<file path="src/mft_pkg.sv">
package mft_pkg;

	// ****************************************
	// Register map
	// ****************************************
	localparam logic [7:0] OFS_FAULT = 8'h94;
	localparam logic [7:0] OFS_PIN1 = 8'hA6;
	localparam logic [7:0] OFS_PIN2 = 8'hA8;
	localparam logic [7:0] OFS_PERIPH = 8'hAA;
	localparam logic [7:0] OFS_STAT = 8'hB0;
	localparam logic [7:0] OFS_CLR = 8'hB4;
	localparam logic [7:0] OFS_IEN = 8'hB8;
	localparam logic [31:0] RST_FAULT = 32'h0000_0000;
	localparam logic [31:0] RST_PIN1 = 32'h0000_0000;
	localparam logic [31:0] RST_PIN2 = 32'h0600_0000;
	localparam logic [31:0] RST_PERIPH = 32'h0000_2000;

	// ****************************************
	// Field positions
	// ****************************************
	localparam int unsigned F_ABN_EN = 30;
	localparam int unsigned F_SYNC_EN = 29;
	localparam int unsigned F_NOMTR_EN = 28;
	localparam int unsigned F_ABN_THR = 24;
	localparam int unsigned F_SYNC_CNT = 21;
	localparam int unsigned F_NOMTR = 18;
	localparam int unsigned F_OV_MODE = 17;
	localparam int unsigned F_OV = 14;
	localparam int unsigned F_UV_MODE = 13;
	localparam int unsigned F_UV = 10;
	localparam int unsigned F_RETRY = 7;
	localparam int unsigned F_MINSPD = 4;
	localparam int unsigned F_RATIO = 2;
	localparam int unsigned F_DUTY = 0;

	// Status, clear and enable share this layout
	localparam int unsigned ST_OV = 0;
	localparam int unsigned ST_UV = 1;
	localparam int unsigned ST_ABN = 2;
	localparam int unsigned ST_SYNC = 3;
	localparam int unsigned ST_NOMTR = 4;
	localparam int unsigned ST_MINSPD = 5;
	localparam int unsigned ST_RETRY = 6;
	localparam int unsigned ST_W = 7;

	// ****************************************
	// Threshold tables (0.1 Hz, 0.1 mV, 0.1 V, 0.1 %)
	// ****************************************
	localparam logic [15:0] ABN_STEP_DHZ = 16'h09C4;
	localparam logic [3:0] SYNC_BASE = 4'h2;
	localparam logic [7:0][15:0] MINSPD_DHZ = {16'h00FA, 16'h0096, 16'h0064, 16'h0032,
		16'h001E, 16'h0014, 16'h000A, 16'h0005};
	localparam logic [7:0][11:0] NOMTR_DMV = {12'h190, 12'h12C, 12'h0FA, 12'h0C8,
		12'h07D, 12'h064, 12'h04B, 12'h032};
	localparam logic [7:0][9:0] OV_DV = {10'h258, 10'h1F4, 10'h190, 10'h140,
		10'h0DC, 10'h096, 10'h064, 10'h000};
	localparam logic [7:0][9:0] UV_DV = {10'h096, 10'h078, 10'h064, 10'h050,
		10'h046, 10'h03C, 10'h032, 10'h000};
	localparam logic [7:0][4:0] RETRY_MAX = {5'h14, 5'h0F, 5'h0A, 5'h07,
		5'h05, 5'h03, 5'h02, 5'h00};
	localparam logic [3:0][3:0] RATIO_LIM = {4'h8, 4'h6, 4'h4, 4'h2};
	localparam logic [3:0][9:0] DUTY_DPCT = {10'h019, 10'h014, 10'h00A, 10'h000};

	// ****************************************
	// Carriers
	// ****************************************
	typedef struct packed {
		logic [7:0] addr;
		logic [31:0] wdata;
		logic wr;
		logic rd;
	} mft_bus_t;

	typedef struct packed {
		logic [15:0] speed_dhz;
		logic [11:0] shunt_dmv;
		logic [9:0] vm_dv;
		logic [9:0] duty_dpct;
	} mft_meas_t;

	typedef struct packed {
		logic [15:0] abn_dhz;
		logic [15:0] minspd_dhz;
		logic [11:0] nomtr_dmv;
		logic [9:0] ov_dv;
		logic [9:0] uv_dv;
		logic [4:0] retry_max;
		logic [3:0] ratio;
		logic [9:0] duty_dpct;
		logic [3:0] sync_max;
	} mft_thr_t;

endpackage

</file>
<file path="src/mft_fault_cfg.sv">
`timescale 1ns/1ps
`default_nettype none
module mft_fault_cfg (
	input wire logic i_clk,
	input wire logic i_rst_b,
	input wire mft_pkg::mft_bus_t i_bus,
	output logic [31:0] o_rdata,
	input wire mft_pkg::mft_meas_t i_meas,
	input wire logic i_cycle_done,
	input wire logic i_sync_lost,
	input wire logic i_running,
	input wire logic i_retry_attempt,
	output logic o_ov_fault,
	output logic o_uv_fault,
	output logic o_lock_fault,
	output logic o_retry_block,
	output logic o_target_zero,
	output logic o_irq
);

	// ****************************************
	// Register file
	// ****************************************
	logic [31:0] fault_q;
	logic [31:0] pin1_q;
	logic [31:0] pin2_q;
	logic [31:0] periph_q;
	logic [mft_pkg::ST_W-1:0] ien_q;
	logic [mft_pkg::ST_W-1:0] stat_q;
	logic [mft_pkg::ST_W-1:0] stat_d;
	logic [mft_pkg::ST_W-1:0] clr_w;
	logic [31:0] rdata_q;
	logic wr_clr;
	mft_pkg::mft_thr_t thr;

	assign wr_clr = i_bus.wr && (i_bus.addr == mft_pkg::OFS_CLR);
	assign clr_w = wr_clr ? i_bus.wdata[mft_pkg::ST_W-1:0] : '0;

	// Writes to OFS_STAT or unmapped offsets are dropped; OFS_CLR writes act only through clr_w
	always_ff @(posedge i_clk or negedge i_rst_b) begin
		if (!i_rst_b) begin
			fault_q <= mft_pkg::RST_FAULT;
			pin1_q <= mft_pkg::RST_PIN1;
			pin2_q <= mft_pkg::RST_PIN2;
			periph_q <= mft_pkg::RST_PERIPH;
			ien_q <= '0;
		end else if (i_bus.wr) begin
			case (i_bus.addr)
				mft_pkg::OFS_FAULT: fault_q <= i_bus.wdata;
				mft_pkg::OFS_PIN1: pin1_q <= i_bus.wdata;
				mft_pkg::OFS_PIN2: pin2_q <= i_bus.wdata;
				mft_pkg::OFS_PERIPH: periph_q <= i_bus.wdata;
				mft_pkg::OFS_IEN: ien_q <= i_bus.wdata[mft_pkg::ST_W-1:0];
				default: ien_q <= ien_q;
			endcase
		end
	end

	// Read data valid only the cycle after the strobe
	always_ff @(posedge i_clk or negedge i_rst_b) begin
		if (!i_rst_b) begin
			rdata_q <= 32'h0000_0000;
		end else if (i_bus.rd) begin
			case (i_bus.addr)
				mft_pkg::OFS_FAULT: rdata_q <= fault_q;
				mft_pkg::OFS_PIN1: rdata_q <= pin1_q;
				mft_pkg::OFS_PIN2: rdata_q <= pin2_q;
				mft_pkg::OFS_PERIPH: rdata_q <= periph_q;
				mft_pkg::OFS_STAT: rdata_q <= {25'h0, stat_q};
				mft_pkg::OFS_IEN: rdata_q <= {25'h0, ien_q};
				default: rdata_q <= 32'h0000_0000;
			endcase
		end else begin
			rdata_q <= 32'h0000_0000;
		end
	end

	assign o_rdata = rdata_q;

	mft_thr_decode u_dec (
		.i_cfg(fault_q),
		.o_thr(thr)
	);

	// ****************************************
	// Supply window
	// ****************************************
	logic ov_cond;
	logic uv_cond;
	logic ov_q;
	logic uv_q;

	assign ov_cond = (thr.ov_dv != 10'h000) && (i_meas.vm_dv > thr.ov_dv);
	assign uv_cond = (thr.uv_dv != 10'h000) && (i_meas.vm_dv < thr.uv_dv);

	// Condition wins over a clear in the same cycle
	always_ff @(posedge i_clk or negedge i_rst_b) begin
		if (!i_rst_b) begin
			ov_q <= 1'b0;
		end else if (ov_cond) begin
			ov_q <= 1'b1;
		end else if (fault_q[mft_pkg::F_OV_MODE] || clr_w[mft_pkg::ST_OV]) begin
			ov_q <= 1'b0;
		end
	end

	always_ff @(posedge i_clk or negedge i_rst_b) begin
		if (!i_rst_b) begin
			uv_q <= 1'b0;
		end else if (uv_cond) begin
			uv_q <= 1'b1;
		end else if (fault_q[mft_pkg::F_UV_MODE] || clr_w[mft_pkg::ST_UV]) begin
			uv_q <= 1'b0;
		end
	end

	assign o_ov_fault = ov_q;
	assign o_uv_fault = uv_q;

	// ****************************************
	// Lock detection
	// ****************************************
	logic [15:0] prev_q;
	logic [19:0] prev_x;
	logic [19:0] cur_x;
	logic ratio_hit;
	logic abn_ev;
	logic sync_ev;
	logic nomtr_ev;
	logic minspd_ev;
	logic [3:0] sync_cnt_q;
	logic lock_q;

	// First cycle after reset has no reference, so no ratio check
	assign prev_x = 20'({4'h0, prev_q} * thr.ratio);
	assign cur_x = 20'({4'h0, i_meas.speed_dhz} * thr.ratio);
	assign ratio_hit = (prev_q != 16'h0000)
		&& (({4'h0, i_meas.speed_dhz} > prev_x) || ({4'h0, prev_q} > cur_x));
	assign abn_ev = fault_q[mft_pkg::F_ABN_EN] && i_cycle_done
		&& ((i_meas.speed_dhz > thr.abn_dhz) || ratio_hit);
	assign sync_ev = fault_q[mft_pkg::F_SYNC_EN] && i_sync_lost
		&& ((sync_cnt_q + 4'h1) >= thr.sync_max);
	assign nomtr_ev = fault_q[mft_pkg::F_NOMTR_EN] && i_running && i_cycle_done
		&& (i_meas.shunt_dmv < thr.nomtr_dmv);
	assign minspd_ev = i_running && i_cycle_done
		&& (i_meas.speed_dhz < thr.minspd_dhz);

	always_ff @(posedge i_clk or negedge i_rst_b) begin
		if (!i_rst_b) begin
			prev_q <= 16'h0000;
		end else if (!i_running) begin
			prev_q <= 16'h0000;
		end else if (i_cycle_done) begin
			prev_q <= i_meas.speed_dhz;
		end
	end

	// Count restarts when stopped, disabled or after a fault
	always_ff @(posedge i_clk or negedge i_rst_b) begin
		if (!i_rst_b) begin
			sync_cnt_q <= 4'h0;
		end else if (!i_running || !fault_q[mft_pkg::F_SYNC_EN] || sync_ev) begin
			sync_cnt_q <= 4'h0;
		end else if (i_sync_lost) begin
			sync_cnt_q <= sync_cnt_q + 4'h1;
		end
	end

	always_ff @(posedge i_clk or negedge i_rst_b) begin
		if (!i_rst_b) begin
			lock_q <= 1'b0;
		end else begin
			lock_q <= abn_ev || sync_ev || nomtr_ev || minspd_ev;
		end
	end

	assign o_lock_fault = lock_q;

	// ****************************************
	// Retry limit and zero duty
	// ****************************************
	logic [4:0] retry_cnt_q;
	logic block_q;
	logic zero_q;

	// Counter saturates so a long retry run cannot wrap
	always_ff @(posedge i_clk or negedge i_rst_b) begin
		if (!i_rst_b) begin
			retry_cnt_q <= 5'h00;
		end else if (i_retry_attempt && retry_cnt_q != 5'h1F) begin
			retry_cnt_q <= retry_cnt_q + 5'h01;
		end else if (clr_w[mft_pkg::ST_RETRY]) begin
			retry_cnt_q <= 5'h00;
		end
	end

	always_ff @(posedge i_clk or negedge i_rst_b) begin
		if (!i_rst_b) begin
			block_q <= 1'b0;
			zero_q <= 1'b0;
		end else begin
			block_q <= (thr.retry_max != 5'h00) && (retry_cnt_q >= thr.retry_max);
			zero_q <= i_meas.duty_dpct < thr.duty_dpct;
		end
	end

	assign o_retry_block = block_q;
	assign o_target_zero = zero_q;

	// ****************************************
	// Interrupt status
	// ****************************************
	always_comb begin
		stat_d = stat_q & ~clr_w;
		stat_d[mft_pkg::ST_OV] = stat_d[mft_pkg::ST_OV] | ov_cond;
		stat_d[mft_pkg::ST_UV] = stat_d[mft_pkg::ST_UV] | uv_cond;
		stat_d[mft_pkg::ST_ABN] = stat_d[mft_pkg::ST_ABN] | abn_ev;
		stat_d[mft_pkg::ST_SYNC] = stat_d[mft_pkg::ST_SYNC] | sync_ev;
		stat_d[mft_pkg::ST_NOMTR] = stat_d[mft_pkg::ST_NOMTR] | nomtr_ev;
		stat_d[mft_pkg::ST_MINSPD] = stat_d[mft_pkg::ST_MINSPD] | minspd_ev;
		stat_d[mft_pkg::ST_RETRY] = stat_d[mft_pkg::ST_RETRY] | block_q;
	end

	always_ff @(posedge i_clk or negedge i_rst_b) begin
		if (!i_rst_b) begin
			stat_q <= '0;
		end else begin
			stat_q <= stat_d;
		end
	end

	assign o_irq = |(stat_q & ien_q);

	// ****************************************
	// Checks
	// ****************************************
	a_ov_latch_hold: assert property (@(posedge i_clk) disable iff (!i_rst_b)
		ov_q && !ov_cond && !fault_q[mft_pkg::F_OV_MODE] && !clr_w[mft_pkg::ST_OV]
		|=> ov_q) else $error("latched overvoltage dropped");
	a_ov_auto_clear: assert property (@(posedge i_clk) disable iff (!i_rst_b)
		!ov_cond && fault_q[mft_pkg::F_OV_MODE] |=> !ov_q)
		else $error("overvoltage not auto-cleared");
	a_uv_latch_hold: assert property (@(posedge i_clk) disable iff (!i_rst_b)
		uv_q && !uv_cond && !fault_q[mft_pkg::F_UV_MODE] && !clr_w[mft_pkg::ST_UV]
		|=> uv_q) else $error("latched undervoltage dropped");
	a_ov_ceiling: assert property (@(posedge i_clk) disable iff (!i_rst_b)
		fault_q[mft_pkg::F_OV +: 3] == 3'h1 && i_meas.vm_dv == 10'h065 |=> ov_q)
		else $error("ceiling of 10 V not applied");
	a_uv_floor: assert property (@(posedge i_clk) disable iff (!i_rst_b)
		fault_q[mft_pkg::F_UV +: 3] == 3'h1 && i_meas.vm_dv == 10'h031 |=> uv_q)
		else $error("floor of 5 V not applied");
	a_abn_speed_thr: assert property (@(posedge i_clk) disable iff (!i_rst_b)
		fault_q[mft_pkg::F_ABN_EN] && i_cycle_done && fault_q[mft_pkg::F_ABN_THR +: 4] == 4'hF
		&& i_meas.speed_dhz > 16'h9C40 |=> lock_q && stat_q[mft_pkg::ST_ABN])
		else $error("abnormal speed above 4000 Hz missed");
	a_sync_count: assert property (@(posedge i_clk) disable iff (!i_rst_b)
		sync_ev |-> (sync_cnt_q == thr.sync_max - 4'h1) ##1 (sync_cnt_q == 4'h0))
		else $error("sync-loss fault at wrong count");
	a_detect_off: assert property (@(posedge i_clk) disable iff (!i_rst_b)
		!fault_q[mft_pkg::F_SYNC_EN] && !fault_q[mft_pkg::F_ABN_EN]
		&& !fault_q[mft_pkg::F_NOMTR_EN] |-> !sync_ev && !abn_ev && !nomtr_ev)
		else $error("disabled detection fired");
	a_retry_limit: assert property (@(posedge i_clk) disable iff (!i_rst_b)
		fault_q[mft_pkg::F_RETRY +: 3] == 3'h0 |=> !block_q)
		else $error("unlimited retries blocked");
	a_zero_duty: assert property (@(posedge i_clk) disable iff (!i_rst_b)
		fault_q[mft_pkg::F_DUTY +: 2] == 2'h3 && i_meas.duty_dpct == 10'h018 |=> zero_q)
		else $error("duty below 2.5 percent not zeroed");
	a_min_speed: assert property (@(posedge i_clk) disable iff (!i_rst_b)
		i_running && i_cycle_done && i_meas.speed_dhz < 16'h0005 |=> lock_q)
		else $error("stall below minimum speed missed");
	a_read_reserved: assert property (@(posedge i_clk) disable iff (!i_rst_b)
		i_bus.rd && i_bus.addr == 8'hA7 |=> o_rdata == 32'h0000_0000)
		else $error("reserved offset read nonzero");

	// Table spot checks, plus UV auto-clear and sync count when disabled
	a_uv_auto_clear: assert property (@(posedge i_clk) disable iff (!i_rst_b)
		!uv_cond && fault_q[mft_pkg::F_UV_MODE] |=> !uv_q)
		else $error("undervoltage not auto-cleared");
	a_nomtr_thr: assert property (@(posedge i_clk) disable iff (!i_rst_b)
		fault_q[mft_pkg::F_NOMTR_EN] && i_running && i_cycle_done && fault_q[mft_pkg::F_NOMTR +: 3]
		== 3'h0 && i_meas.shunt_dmv == 12'h031 |=> lock_q) else $error("absent motor missed");
	a_ratio_limit: assert property (@(posedge i_clk) disable iff (!i_rst_b)
		fault_q[mft_pkg::F_ABN_EN] && i_cycle_done && fault_q[mft_pkg::F_RATIO +: 2] == 2'h0
		&& prev_q == 16'h03E8 && i_meas.speed_dhz == 16'h07D1 |=> lock_q) else $error("ratio missed");
	a_retry_block: assert property (@(posedge i_clk) disable iff (!i_rst_b)
		fault_q[mft_pkg::F_RETRY +: 3] == 3'h1 && retry_cnt_q == 5'h02 |=> block_q)
		else $error("retry limit of 2 not applied");
	a_abn_thr_low: assert property (@(posedge i_clk) disable iff (!i_rst_b)
		fault_q[mft_pkg::F_ABN_EN] && i_cycle_done && fault_q[mft_pkg::F_ABN_THR +: 4] == 4'h0
		&& i_meas.speed_dhz == 16'h09C5 |=> lock_q) else $error("speed above 250 Hz missed");
	a_min_speed_top: assert property (@(posedge i_clk) disable iff (!i_rst_b)
		i_running && i_cycle_done && fault_q[mft_pkg::F_MINSPD +: 3] == 3'h7
		&& i_meas.speed_dhz == 16'h00F9 |=> lock_q) else $error("stall below 25 Hz missed");
	a_sync_off: assert property (@(posedge i_clk) disable iff (!i_rst_b)
		!fault_q[mft_pkg::F_SYNC_EN] |=> sync_cnt_q == 4'h0)
		else $error("sync count kept while disabled");

	// Clears, stickiness and idle read
	a_read_idle: assert property (@(posedge i_clk) disable iff (!i_rst_b)
		!i_bus.rd |=> o_rdata == 32'h0000_0000)
		else $error("read data outside its cycle");
	a_stat_sticky: assert property (@(posedge i_clk) disable iff (!i_rst_b)
		stat_q[mft_pkg::ST_SYNC] && !clr_w[mft_pkg::ST_SYNC] |=> stat_q[mft_pkg::ST_SYNC])
		else $error("sync status dropped without clear");
	a_ov_clear_write: assert property (@(posedge i_clk) disable iff (!i_rst_b)
		ov_q && !ov_cond && clr_w[mft_pkg::ST_OV] |=> !ov_q)
		else $error("latched overvoltage not cleared");
	a_uv_clear_write: assert property (@(posedge i_clk) disable iff (!i_rst_b)
		uv_q && !uv_cond && clr_w[mft_pkg::ST_UV] |=> !uv_q)
		else $error("latched undervoltage not cleared");

endmodule
`default_nettype wire

</file>
<file path="src/mft_thr_decode.sv">
`timescale 1ns/1ps
`default_nettype none
module mft_thr_decode (
	input wire logic [31:0] i_cfg,
	output mft_pkg::mft_thr_t o_thr
);

	// ****************************************
	// Code to threshold lookup
	// ****************************************
	logic [4:0] abn_mult;

	assign abn_mult = {1'b0, i_cfg[mft_pkg::F_ABN_THR +: 4]} + 5'h01;
	assign o_thr.abn_dhz = 16'(abn_mult * mft_pkg::ABN_STEP_DHZ);
	assign o_thr.sync_max = {1'b0, i_cfg[mft_pkg::F_SYNC_CNT +: 3]}
		+ mft_pkg::SYNC_BASE;
	// Current equals this voltage over amplifier gain times shunt
	assign o_thr.nomtr_dmv = mft_pkg::NOMTR_DMV[i_cfg[mft_pkg::F_NOMTR +: 3]];
	assign o_thr.ov_dv = mft_pkg::OV_DV[i_cfg[mft_pkg::F_OV +: 3]];
	assign o_thr.uv_dv = mft_pkg::UV_DV[i_cfg[mft_pkg::F_UV +: 3]];
	assign o_thr.retry_max = mft_pkg::RETRY_MAX[i_cfg[mft_pkg::F_RETRY +: 3]];
	assign o_thr.minspd_dhz = mft_pkg::MINSPD_DHZ[i_cfg[mft_pkg::F_MINSPD +: 3]];
	assign o_thr.ratio = mft_pkg::RATIO_LIM[i_cfg[mft_pkg::F_RATIO +: 2]];
	assign o_thr.duty_dpct = mft_pkg::DUTY_DPCT[i_cfg[mft_pkg::F_DUTY +: 2]];

endmodule
`default_nettype wire

</file>
<file path="config.mk">
export PLATFORM = sky130hd
export DESIGN_NAME = mft_fault_cfg
export DESIGN_NICKNAME = d
export VERILOG_FILES = /design/src/mft_pkg.sv /design/src/mft_fault_cfg.sv /design/src/mft_thr_decode.sv
export SDC_FILE = /design/constraint.sdc
export NUM_CORES = 1
export LEC_CHECK = 0
export ABC_AREA = 1
export BUFFER_PORTS_ARGS = -buffer_cell sky130_fd_sc_hd__buf_2
export CAP_MARGIN = 20
export CORE_MARGIN = 2
export CORE_UTILIZATION = 25
export DETAILED_ROUTE_END_ITERATION = 8
export PLACE_DENSITY = 0.49
export SLEW_MARGIN = 15
export SYNTH_ARGS = -nofsm -noshare
export SYNTH_HDL_FRONTEND = slang
export SYNTH_SLANG_ARGS = --single-unit
</file>
<file path="constraint.sdc">
create_clock -name i_clk -period 5.6 [get_ports i_clk]
set_input_delay 0.84 -clock i_clk [delete_from_list [all_inputs] [get_ports i_clk]]
set_output_delay 0.84 -clock i_clk [all_outputs]
set_load 0.005 [all_outputs]
</file>
==> results of run 1 <==
-- flip-flops by register name (all words and copies together) (netlist names) --
| register | cells |
|---|---|
| retry_cnt_q | 5 |
| o_lock_fault | 1 |
| pin2_q | 32 |
| o_retry_block | 1 |
| o_rdata | 32 |
| o_ov_fault | 1 |
| sync_cnt_q | 4 |
| stat_q | 7 |
| prev_q | 16 |
| pin1_q | 32 |
| o_uv_fault | 1 |
| o_target_zero | 1 |
| fault_q | 32 |
| ien_q | 7 |
| periph_q | 32 |
-- power breakdown --
part	switching, W	internal [W]	leakage, nW	total (W)
Clock	0.000677	0.00103	0.423	0.00171
Sequential	0.0000731	0.00156	2.75	0.00163
Combinational	0.000428	0.000261	6.13	0.000689
Total	0.00118	0.00285	9.31	0.00403
-- final timing paths --
kind / from / endpoint / cells past startpoint
worst max-delay path: fault_q[3] / o_lock_fault / 27
worst min-delay path: i_rst_b / periph_q[20] / 1
worst max register to register: fault_q[3] / o_lock_fault / 27
worst min register to register: o_retry_block / stat_q[6] / 1
max in group asynchronous: i_rst_b / prev_q[13] / 2
min in group i_clk: o_retry_block / stat_q[6] / 1
-- stage by stage --
step	utilization (%)	power, W	instance area, um2	hold WS [ns]
floorplan	-	0.00208	14900	0.449
global placement	27.7	0.00233	16400	0.432
global route	29.2	0.00424	17200	0.344
detailed placement	27.7	0.00234	16400	0.441
CTS	29.2	0.00408	17200	0.328
finish	29.2	0.00403	17200	0.289
-- kinds of logic (layout without fill, tap and decap cells) --
| logic type | count (synthesis) | after routing | synth area share [%] |
|---|---|---|---|
| and+or+nand+nor | 679 | 679 | 18.6 |
| AOI/OAI and AO/OA | 359 | 359 | 14.4 |
| buffers and inverters | 344 | 476 | 9.21 |
| adders and majority gates | 236 | 236 | 21.5 |
| DFF | 204 | 204 | 34.2 |
| xor gates and xnor gates | 35 | 35 | 2.05 |
-- synth_stat cells (all sizes together), types with 4 or more instances --
library cell	n	area share (%)
clkbuf	26	0.65
nand2	469	12
a21oi	79	2.7
dfrtp	201	34
fa	34	4.6
a41oi	4	0.23
xnor2	16	0.94
buf	30	1.3
nor4	7	0.29
o21ai	180	6.3
nor2	121	3.2
a22o	11	0.64
ha	202	17
nand4	12	0.50
inv	288	7.3
or2	5	0.21
nand3	50	1.7
nor3	7	0.34
o22ai	14	0.59
o21bai	6	0.30
o211ai	4	0.20
a21o	6	0.30
a221oi	31	1.8
xor2	19	1.1
a31oi	6	0.25
a211oi	5	0.25
-- placed cells by master, fill, tap and decap left out, types with 9 or more instances in the layout --
master / count
o21ai_1: 77
o21ai_0: 93
nand2_2: 9
nor2_1: 114
dfrtp_1: 201
a221oi_1: 31
ha_1: 201
buf_2: 132
nand4_1: 12
fa_1: 34
xor2_1: 19
inv_1: 282
a22o_1: 11
nand3_1: 49
o22ai_1: 14
a21oi_1: 76
nand2_1: 458
clkbuf_16: 25
xnor2_1: 16
o21ai_2: 10
-- worst register-to-register path, stage by stage, from the launching register on --
cell,delay (ns)
dfrtp_1,0.39
inv_1,0.08
ha_2,0.71
buf_4,0.27
nand2_1,0.06
inv_1,0.08
fa_1,0.44
ha_1,0.36
fa_1,0.48
nand3_1,0.12
nand2_2,0.09
nand2_1,0.08
nand2_2,0.08
a21oi_1,0.17
xor2_1,0.17
ha_1,0.24
nand2_1,0.08
nor2_1,0.05
a211oi_1,0.18
nand2_1,0.08
nand2_1,0.06
nor2_1,0.04
nand3_1,0.08
nand2_1,0.06
nand2_1,0.06
nand2_1,0.05
nand2_1,0.07
nand2_1,0.07
-- area by class of cell --
type	count	area [um2]
fill	6379	41800
multi-input combinational	1309	8460
sequential	204	5110
inverter	288	1080
tap	773	967
timing repair buffer	143	771
clock buffer	36	717
clock inverter	9	139
-- metal layers --
layer	global-route usage (%)	vias to the layer above	wire length (um)
met5	0	-	46
met4	3.49	8	1060
met3	3.10	72	2730
met2	23.7	298	20700
met1	19.7	6134	21100
li1	-	6293	-
==> flow_summary.yaml, run 1 <==
outcome:
  status: "complete, no violations"
yosys:
  synth-edff-count: 0
  synth_nets: 2189
  netlist_area_um2: 14900
  synthArstFlopShare_pct: 100
  seq_area_frac_synth_pct: 34.2
  synth_ff_type: "dfrtp_1"
  synth.distinct_cells: 55
  ys_warn_count: 0
  ys_ff_latch: 204
  synth.avg_cell_area_um2: 8.04
  syn_inst: 1857
global_route:
  grt-ovfl-total: 0
  grt_pass1_wl_um: 72000
  grt_pass1_vias: 12800
  grtUsageTotal_pct: 14.6
  antenna_found_initial: 6
  grt_max_degree: 114
sta:
  setup_tns_ns: 0
  final_hold_viol_count: 0
  period_share_pct: 86.1
  fin_skew_ns: 0.0140
  rsz0062_at_grt: "false"
  min_period_ns: 4.82
  fmax_mhz: 207
  setup_viol: 0
  worst_pin_slew_ns: 0.889
  maxSlewHeadroom_pct: 40.6
  slew_viol_final: 0
  setup_ws_ns: 0.780
setup_path:
  path_buf_inv: 3
  cp_slowest_cell: "ha_2"
  cp.arrival_ns: 5.26
  crit_fanout: 25
  crit_path_frequent_cell: "nand2_1"
  end_kind: "flop"
  timing_worst_setup_path_type: "flop to flop"
  cp-start-kind: "flop"
  critical-path-top-delay-family: "adder cells"
  critPathMaxStageDelay_ns: 0.71
  required_ns: 6.04
  reg2reg_slack_ns: 0.78
run:
  cap_violations: 0
clocking:
  post-cts-setup-buffers: 0
  clk_path_buf_depth: 3
  htree_levels: 1
  postCtsHoldBufs: 0
  clkSinkCount: 204
  clock_latency_ns: 0.56
  cts_resized: 0
  cts_tree: "done"
  path_clk_slew_ns: 0.07
  cts_root_buffer: "clkbuf_16"
  cts_buffers: 25
finish:
  drive_above_1_share_pct: 11.7
  nets: 2303
  syn2layout_area_growth_pct: 15.4
  insertedDiodeCount: 0
  instances_no_fill: 2762
floorplan:
  core-area_um2: 59000
  pin_count: 134
  std_cell_rows: 89
  dieArea_um2: 61700
  initial_core_util_pct: 25.3
  die_width_um: 248
  fp.dieH_um: 248
placed_design:
  preCtsSetupSlack_ns: 0.498
  placed_cells: 2716
  port_buffers: 133
  gp_congestion: 0.898
  hpwl_um: 33400
hold_path:
  hp-class: "input pin to async pin"
route:
  vias_per_cell: 4.64
  drtIter0Drc: 740
  vias: 12800
  drtPass1Iterations: 7
  wl_um: 45700
  final_antenna_net_count: 0
  drc_errors: 0
  wire_per_inst_um: 16.5
pwr:
  peakVddDrop_uv: 215
  leakage_nw: 9.31
  powerDensity_nw_per_um2: 233
Power figures use the tool's default switching activity.
==> inputs of run 2 (changes only) <==
--- a/config.mk
+++ b/config.mk
@@ -11,7 +11,9 @@
 export CORE_MARGIN = 2
 export CORE_UTILIZATION = 25
 export DETAILED_ROUTE_END_ITERATION = 8
+export GPL_ROUTABILITY_DRIVEN = 0
 export PLACE_DENSITY = 0.49
+export RECOVER_POWER = 50
 export SLEW_MARGIN = 15
 export SYNTH_ARGS = -nofsm -noshare
 export SYNTH_HDL_FRONTEND = slang
==> run 2 against run 1 <==
  * The flow now finishes with violations (max-capacitance violations, max-slew violations)
  * Final area fell by 0.17%
  * Count of clock-buffer cells in the layout fell by 3
  * Combinational power fell by 1%
  * Flip-flop and latch count did not move
  * Register-to-register slack got worse by 0.32 ns
  * Clock power barely moved
  * Largest power group unchanged
==> flow_summary.yaml, run 2 (synthesized netlist as in run 1, its figures left out) <==
outcome:
  status: "finished, violations left"
  violations: "max-capacitance violations, max-slew violations"
finish:
  seqCellArea_um2: 5110
  final_cell_mix: "nand2_1, inv_1, ha_1, dfrtp_1, buf_2"
  nets: 2302
  multi_input_area_um2: 8450
  syn2layout_area_growth_pct: 15.3
  drive_above_1_share_pct: 11.7
  mostFrequentLayoutCell: "nand2_1"
  insertedDiodeCount: 0
  fin_area_um2: 17200
  fillCellCount: 6410
run:
  cap_violations: 1
floorplan:
  dieArea_um2: 61700
  pin_count: 134
  fp.dieH_um: 248
  core-area_um2: 59000
  std_cell_rows: 89
  die_width_um: 248
  initial_core_util_pct: 25.3
setup_path:
  cp_slowest_cell: "ha_1"
  required_ns: 6.04
  crit_path_frequent_cell: "nand2_1"
  timing_worst_setup_path_type: "flop to flop"
  reg2reg_slack_ns: 0.46
  crit_fanout: 27
  cp-start-kind: "flop"
  cp.arrival_ns: 5.58
  end_kind: "flop"
  critPathMaxStageDelay_ns: 1.01
  r2r_cells: 27
placed_design:
  postPlaceCellArea_um2: 16400
  port_buffers: 133
  hpwl_um: 32600
  preCtsSetupSlack_ns: 0.495
route:
  wl_um: 45100
  drtIter0Drc: 711
  vias: 12800
  wire_per_inst_um: 16.3
  drtPass1Iterations: 5
  final_antenna_net_count: 0
  vias_per_cell: 4.64
  drc_errors: 0
clocking:
  clkSinkCount: 204
  cts_tree: "done"
  clock_latency_ns: 0.56
  postCtsHoldBufs: 0
  cts_buffers: 25
  cts_root_buffer: "clkbuf_16"
  post-cts-setup-buffers: 0
  cts_resized: 0
  clk_path_buf_depth: 3
  htree_levels: 1
  path_clk_slew_ns: 0.06
sta:
  maxSlewHeadroom_pct: -147
  period_share_pct: 91.8
  rsz0062_at_grt: "false"
  setup_ws_ns: 0.459
  setup_tns_ns: 0
  fin_skew_ns: 0.0106
  final_hold_viol_count: 0
  setup_viol: 0
  slew_viol_final: 67
  fmax_mhz: 195
  worst_pin_slew_ns: 3.71
  min_period_ns: 5.14
pwr:
  powerDensity_nw_per_um2: 233
  p_int_w: 0.00282
  peakVddDrop_uv: 179
  power_frac_comb_pct: 17.0
  power.switching_w: 0.00119
  leakage_nw: 9.30
  p_total_w: 0.00401
  pwr-share-seq_pct: 40.6
  clockPowerShare_pct: 42.4
  switching_share_pct: 29.6
global_route:
  grt_pass1_wl_um: 70900
  grt_max_degree: 139
  grt-ovfl-total: 0
  antenna_found_initial: 5
  grtUsageTotal_pct: 14.3
  grt_pass1_vias: 12600
hold_path:
  hp-class: "flop to flop"
  holdPathStages: 1
run 2: area by class of cell:
class / instances / area share [%]
Clock buffer: 33 / 4.22
Sequential cell: 204 / 29.7
Clock inverter: 12 / 0.785
Inverter: 288 / 6.29
Timing Repair Buffer: 142 / 4.31
Multi-Input combinational cell: 1309 / 49.1
Tap cell: 773 / 5.62
run 2: critical path: cells and delay by family (launching register included):
| family | cells | cell delay, ns |
|---|---|---|
| AOI/OAI and AO/OA | 2 | 0.38 |
| DFF | 1 | 0.40 |
| xor gates and xnor gates | 1 | 0.21 |
| and+or+nand+nor | 16 | 1.28 |
| buffers and inverters | 2 | 0.12 |
| adders and majority gates | 6 | 2.62 |
run 2: final timing paths:
check,startpoint,to
worst max-delay path,fault_q[2],stat_q[2]
worst min register to register,o_retry_block,stat_q[6]
min in group asynchronous,i_rst_b,pin1_q[20]
worst min-delay path,o_retry_block,stat_q[6]
worst max register to register,fault_q[2],stat_q[2]
max in group asynchronous,i_rst_b,fault_q[25]
run 2: power by group through the flow:
stage	Combinational, W	Sequential [W]	Clock (W)
3_3_place_gp	0.000673	0.00165	0
4_1_cts	0.000693	0.00163	0.00174
2_1_floorplan	0.000446	0.00163	0
5_1_grt	0.000795	0.00164	0.00180
6_report	0.000681	0.00163	0.00170
3_5_place_dp	0.000688	0.00165	0
run 2: metal layers:
layer	up-vias	track usage, %	share of wire (%)
li1	6323	-	-
met1	6116	19.3	46
met2	289	23.5	46
met3	66	3.10	5.8
met4	8	3.15	2.2
met5	-	0	0.12
run 2: per-stage QoR:
stage / utilization, % / std cells / hold WS [ns]
2_1_floorplan: - / 1857 / 0.449
3_3_place_gp: 27.7 / 2716 / 0.433
3_5_place_dp: 27.7 / 2716 / 0.445
4_1_cts: 29.2 / 2761 / 0.236
5_1_grt: 29.2 / 2761 / 0.479
6_report: 29.2 / 2761 / 0.458
==> inputs of run 3 (changes only) <==
--- a/config.mk
+++ b/config.mk
@@ -6,13 +6,12 @@
 export NUM_CORES = 1
 export LEC_CHECK = 0
 export ABC_AREA = 1
-export BUFFER_PORTS_ARGS = -buffer_cell sky130_fd_sc_hd__buf_2
 export CAP_MARGIN = 20
-export CORE_MARGIN = 2
 export CORE_UTILIZATION = 25
 export DETAILED_ROUTE_END_ITERATION = 8
+export DONT_BUFFER_PORTS = 1
 export GPL_ROUTABILITY_DRIVEN = 0
-export PLACE_DENSITY = 0.49
+export PLACE_DENSITY = 0.47
 export RECOVER_POWER = 50
 export SLEW_MARGIN = 15
 export SYNTH_ARGS = -nofsm -noshare
==> run 3 against run 2 <==
  * The flow still finishes with violations (max-capacitance violations, max-slew violations)
  * Count of clock-buffer cells in the layout rose by 5
  * Sequential share of layout area rose by 1.3 points
  * Setup slack improved by 0.35 ns
  * Highest routed layer unchanged
==> flow_summary.yaml, run 3 (synthesized netlist as in run 1, its figures left out) <==
clocking:
  clk_path_buf_depth: 3
  post-cts-setup-buffers: 0
  cts_tree: "done"
  cts_resized: 0
  htree_levels: 1
  path_clk_slew_ns: 0.07
  cts_root_buffer: "clkbuf_16"
  cts_buffers: 25
  clock_latency_ns: 0.55
  clkSinkCount: 204
  postCtsHoldBufs: 1
route:
  wl_um: 44600
  drtPass1Iterations: 5
  final_antenna_net_count: 0
  vias_per_cell: 4.64
  drc_errors: 0
  drtIter0Drc: 773
  vias: 12200
  wire_per_inst_um: 17.0
finish:
  seqCellArea_um2: 5110
  syn2layout_area_growth_pct: 10.3
  fillCellCount: 6443
  mostFrequentLayoutCell: "nand2_1"
  drive_above_1_share_pct: 4.96
  multi_input_area_um2: 8450
  final_cell_mix: "nand2_1, inv_1, ha_1, dfrtp_1, nor2_1"
  insertedDiodeCount: 0
  nets: 2169
setup_path:
  end_kind: "flop"
  critical-path-top-delay-family: "adder cells"
  reg2reg_slack_ns: 0.81
  timing.rr.end: "stat_q[2]"
  cp.arrival_ns: 5.22
  path_buf_inv: 2
  required_ns: 6.03
  crit_fanout: 20
  cp-start-kind: "flop"
  crit_path_frequent_cell: "nand2_1"
  critPathMaxStageDelay_ns: 0.75
  timing_worst_setup_path_type: "flop to flop"
  cp_slowest_cell: "ha_1"
  r2r-start: "fault_q[2]"
  r2r_cells: 27
pwr:
  peakVddDrop_uv: 218
  leakage_nw: 8.68
  powerDensity_nw_per_um2: 235
global_route:
  met1_usage_pct: 19.7
  grt_max_degree: 202
  grt_pass1_vias: 12100
  grt_pass1_wl_um: 70500
  antenna_found_initial: 1
  grt_use_met2_pct: 24.0
  grt-ovfl-total: 0
  grtUsageTotal_pct: 14.9
  use_met3_pct: 4.38
  gr-max-usage-layer: "met2"
sta:
  fin_skew_ns: 0.0167
  fmax_mhz: 209
  period_share_pct: 85.5
  setup_ws_ns: 0.811
  setup_viol: 0
  rsz0062_at_grt: "false"
  slew_viol_final: 202
  final_hold_viol_count: 0
  min_period_ns: 4.79
  worst_pin_slew_ns: 2.88
  maxSlewHeadroom_pct: -92.2
  setup_tns_ns: 0
floorplan:
  die_width_um: 246
  initial_core_util_pct: 25.3
  fp.dieH_um: 246
  dieArea_um2: 60700
  pin_count: 134
  std_cell_rows: 89
  core-area_um2: 59000
hold_path:
  hp-class: "input pin to async pin"
outcome:
  status: "finished, violations left"
  violations: "max-capacitance violations, max-slew violations"
placed_design:
  preCtsSetupSlack_ns: 0.798
  port_buffers: 0
  hpwl_um: 32400
run:
  cap_violations: 1
==> run 3: metrics by stage <==
stage / util, % / std cells / power, W / hold slack (ns) / cell area [um2]
3_3_place_gp: 26.6 / 2582 / 0.00222 / 0.466 / 15700
3_5_place_dp: 26.6 / 2582 / 0.00223 / 0.467 / 15700
4_1_cts: 28.0 / 2628 / 0.00393 / 0.0935 / 16500
6_report: 27.9 / 2628 / 0.00387 / 0.123 / 16500
2_1_floorplan: - / 1857 / 0.00208 / 0.449 / 14900
5_1_grt: 27.9 / 2628 / 0.00410 / 0.0928 / 16500
==> run 3: where the power goes <==
| group | switching (W) | internal [W] | leakage, nW |
|---|---|---|---|
| clock network | 0.000680 | 0.000952 | 0.386 |
| registers | 0.0000777 | 0.00156 | 2.75 |
| logic | 0.000371 | 0.000229 | 5.54 |
==> run 3: layer usage <==
layer | wire length, um | up-vias
met1 | 20300 | 5843
met3 | 3210 | 46
met4 | 760 | 2
met5 | 14 | -
li1 | - | 6037
met2 | 20300 | 253
==> run 3: worst max-delay path by stage <==
stage	cells after the start	start	to
2_1_floorplan	22	fault_q[24]	stat_q[2]
3_3_place_gp	23	fault_q[24]	stat_q[2]
3_5_place_dp	23	fault_q[24]	stat_q[2]
4_1_cts	23	fault_q[24]	stat_q[2]
5_1_grt	27	fault_q[2]	stat_q[2]
6_report	27	fault_q[2]	stat_q[2]
==> run 3: cell type report <==
type / count / share of cell area [%]
Clock buffer: 38 / 4.21
Clock inverter: 7 / 0.645
Inverter: 288 / 6.57
Multi-Input combinational cell: 1309 / 51.3
Sequential cell: 204 / 31.0
Tap cell: 773 / 5.87
Timing Repair Buffer: 9 / 0.410
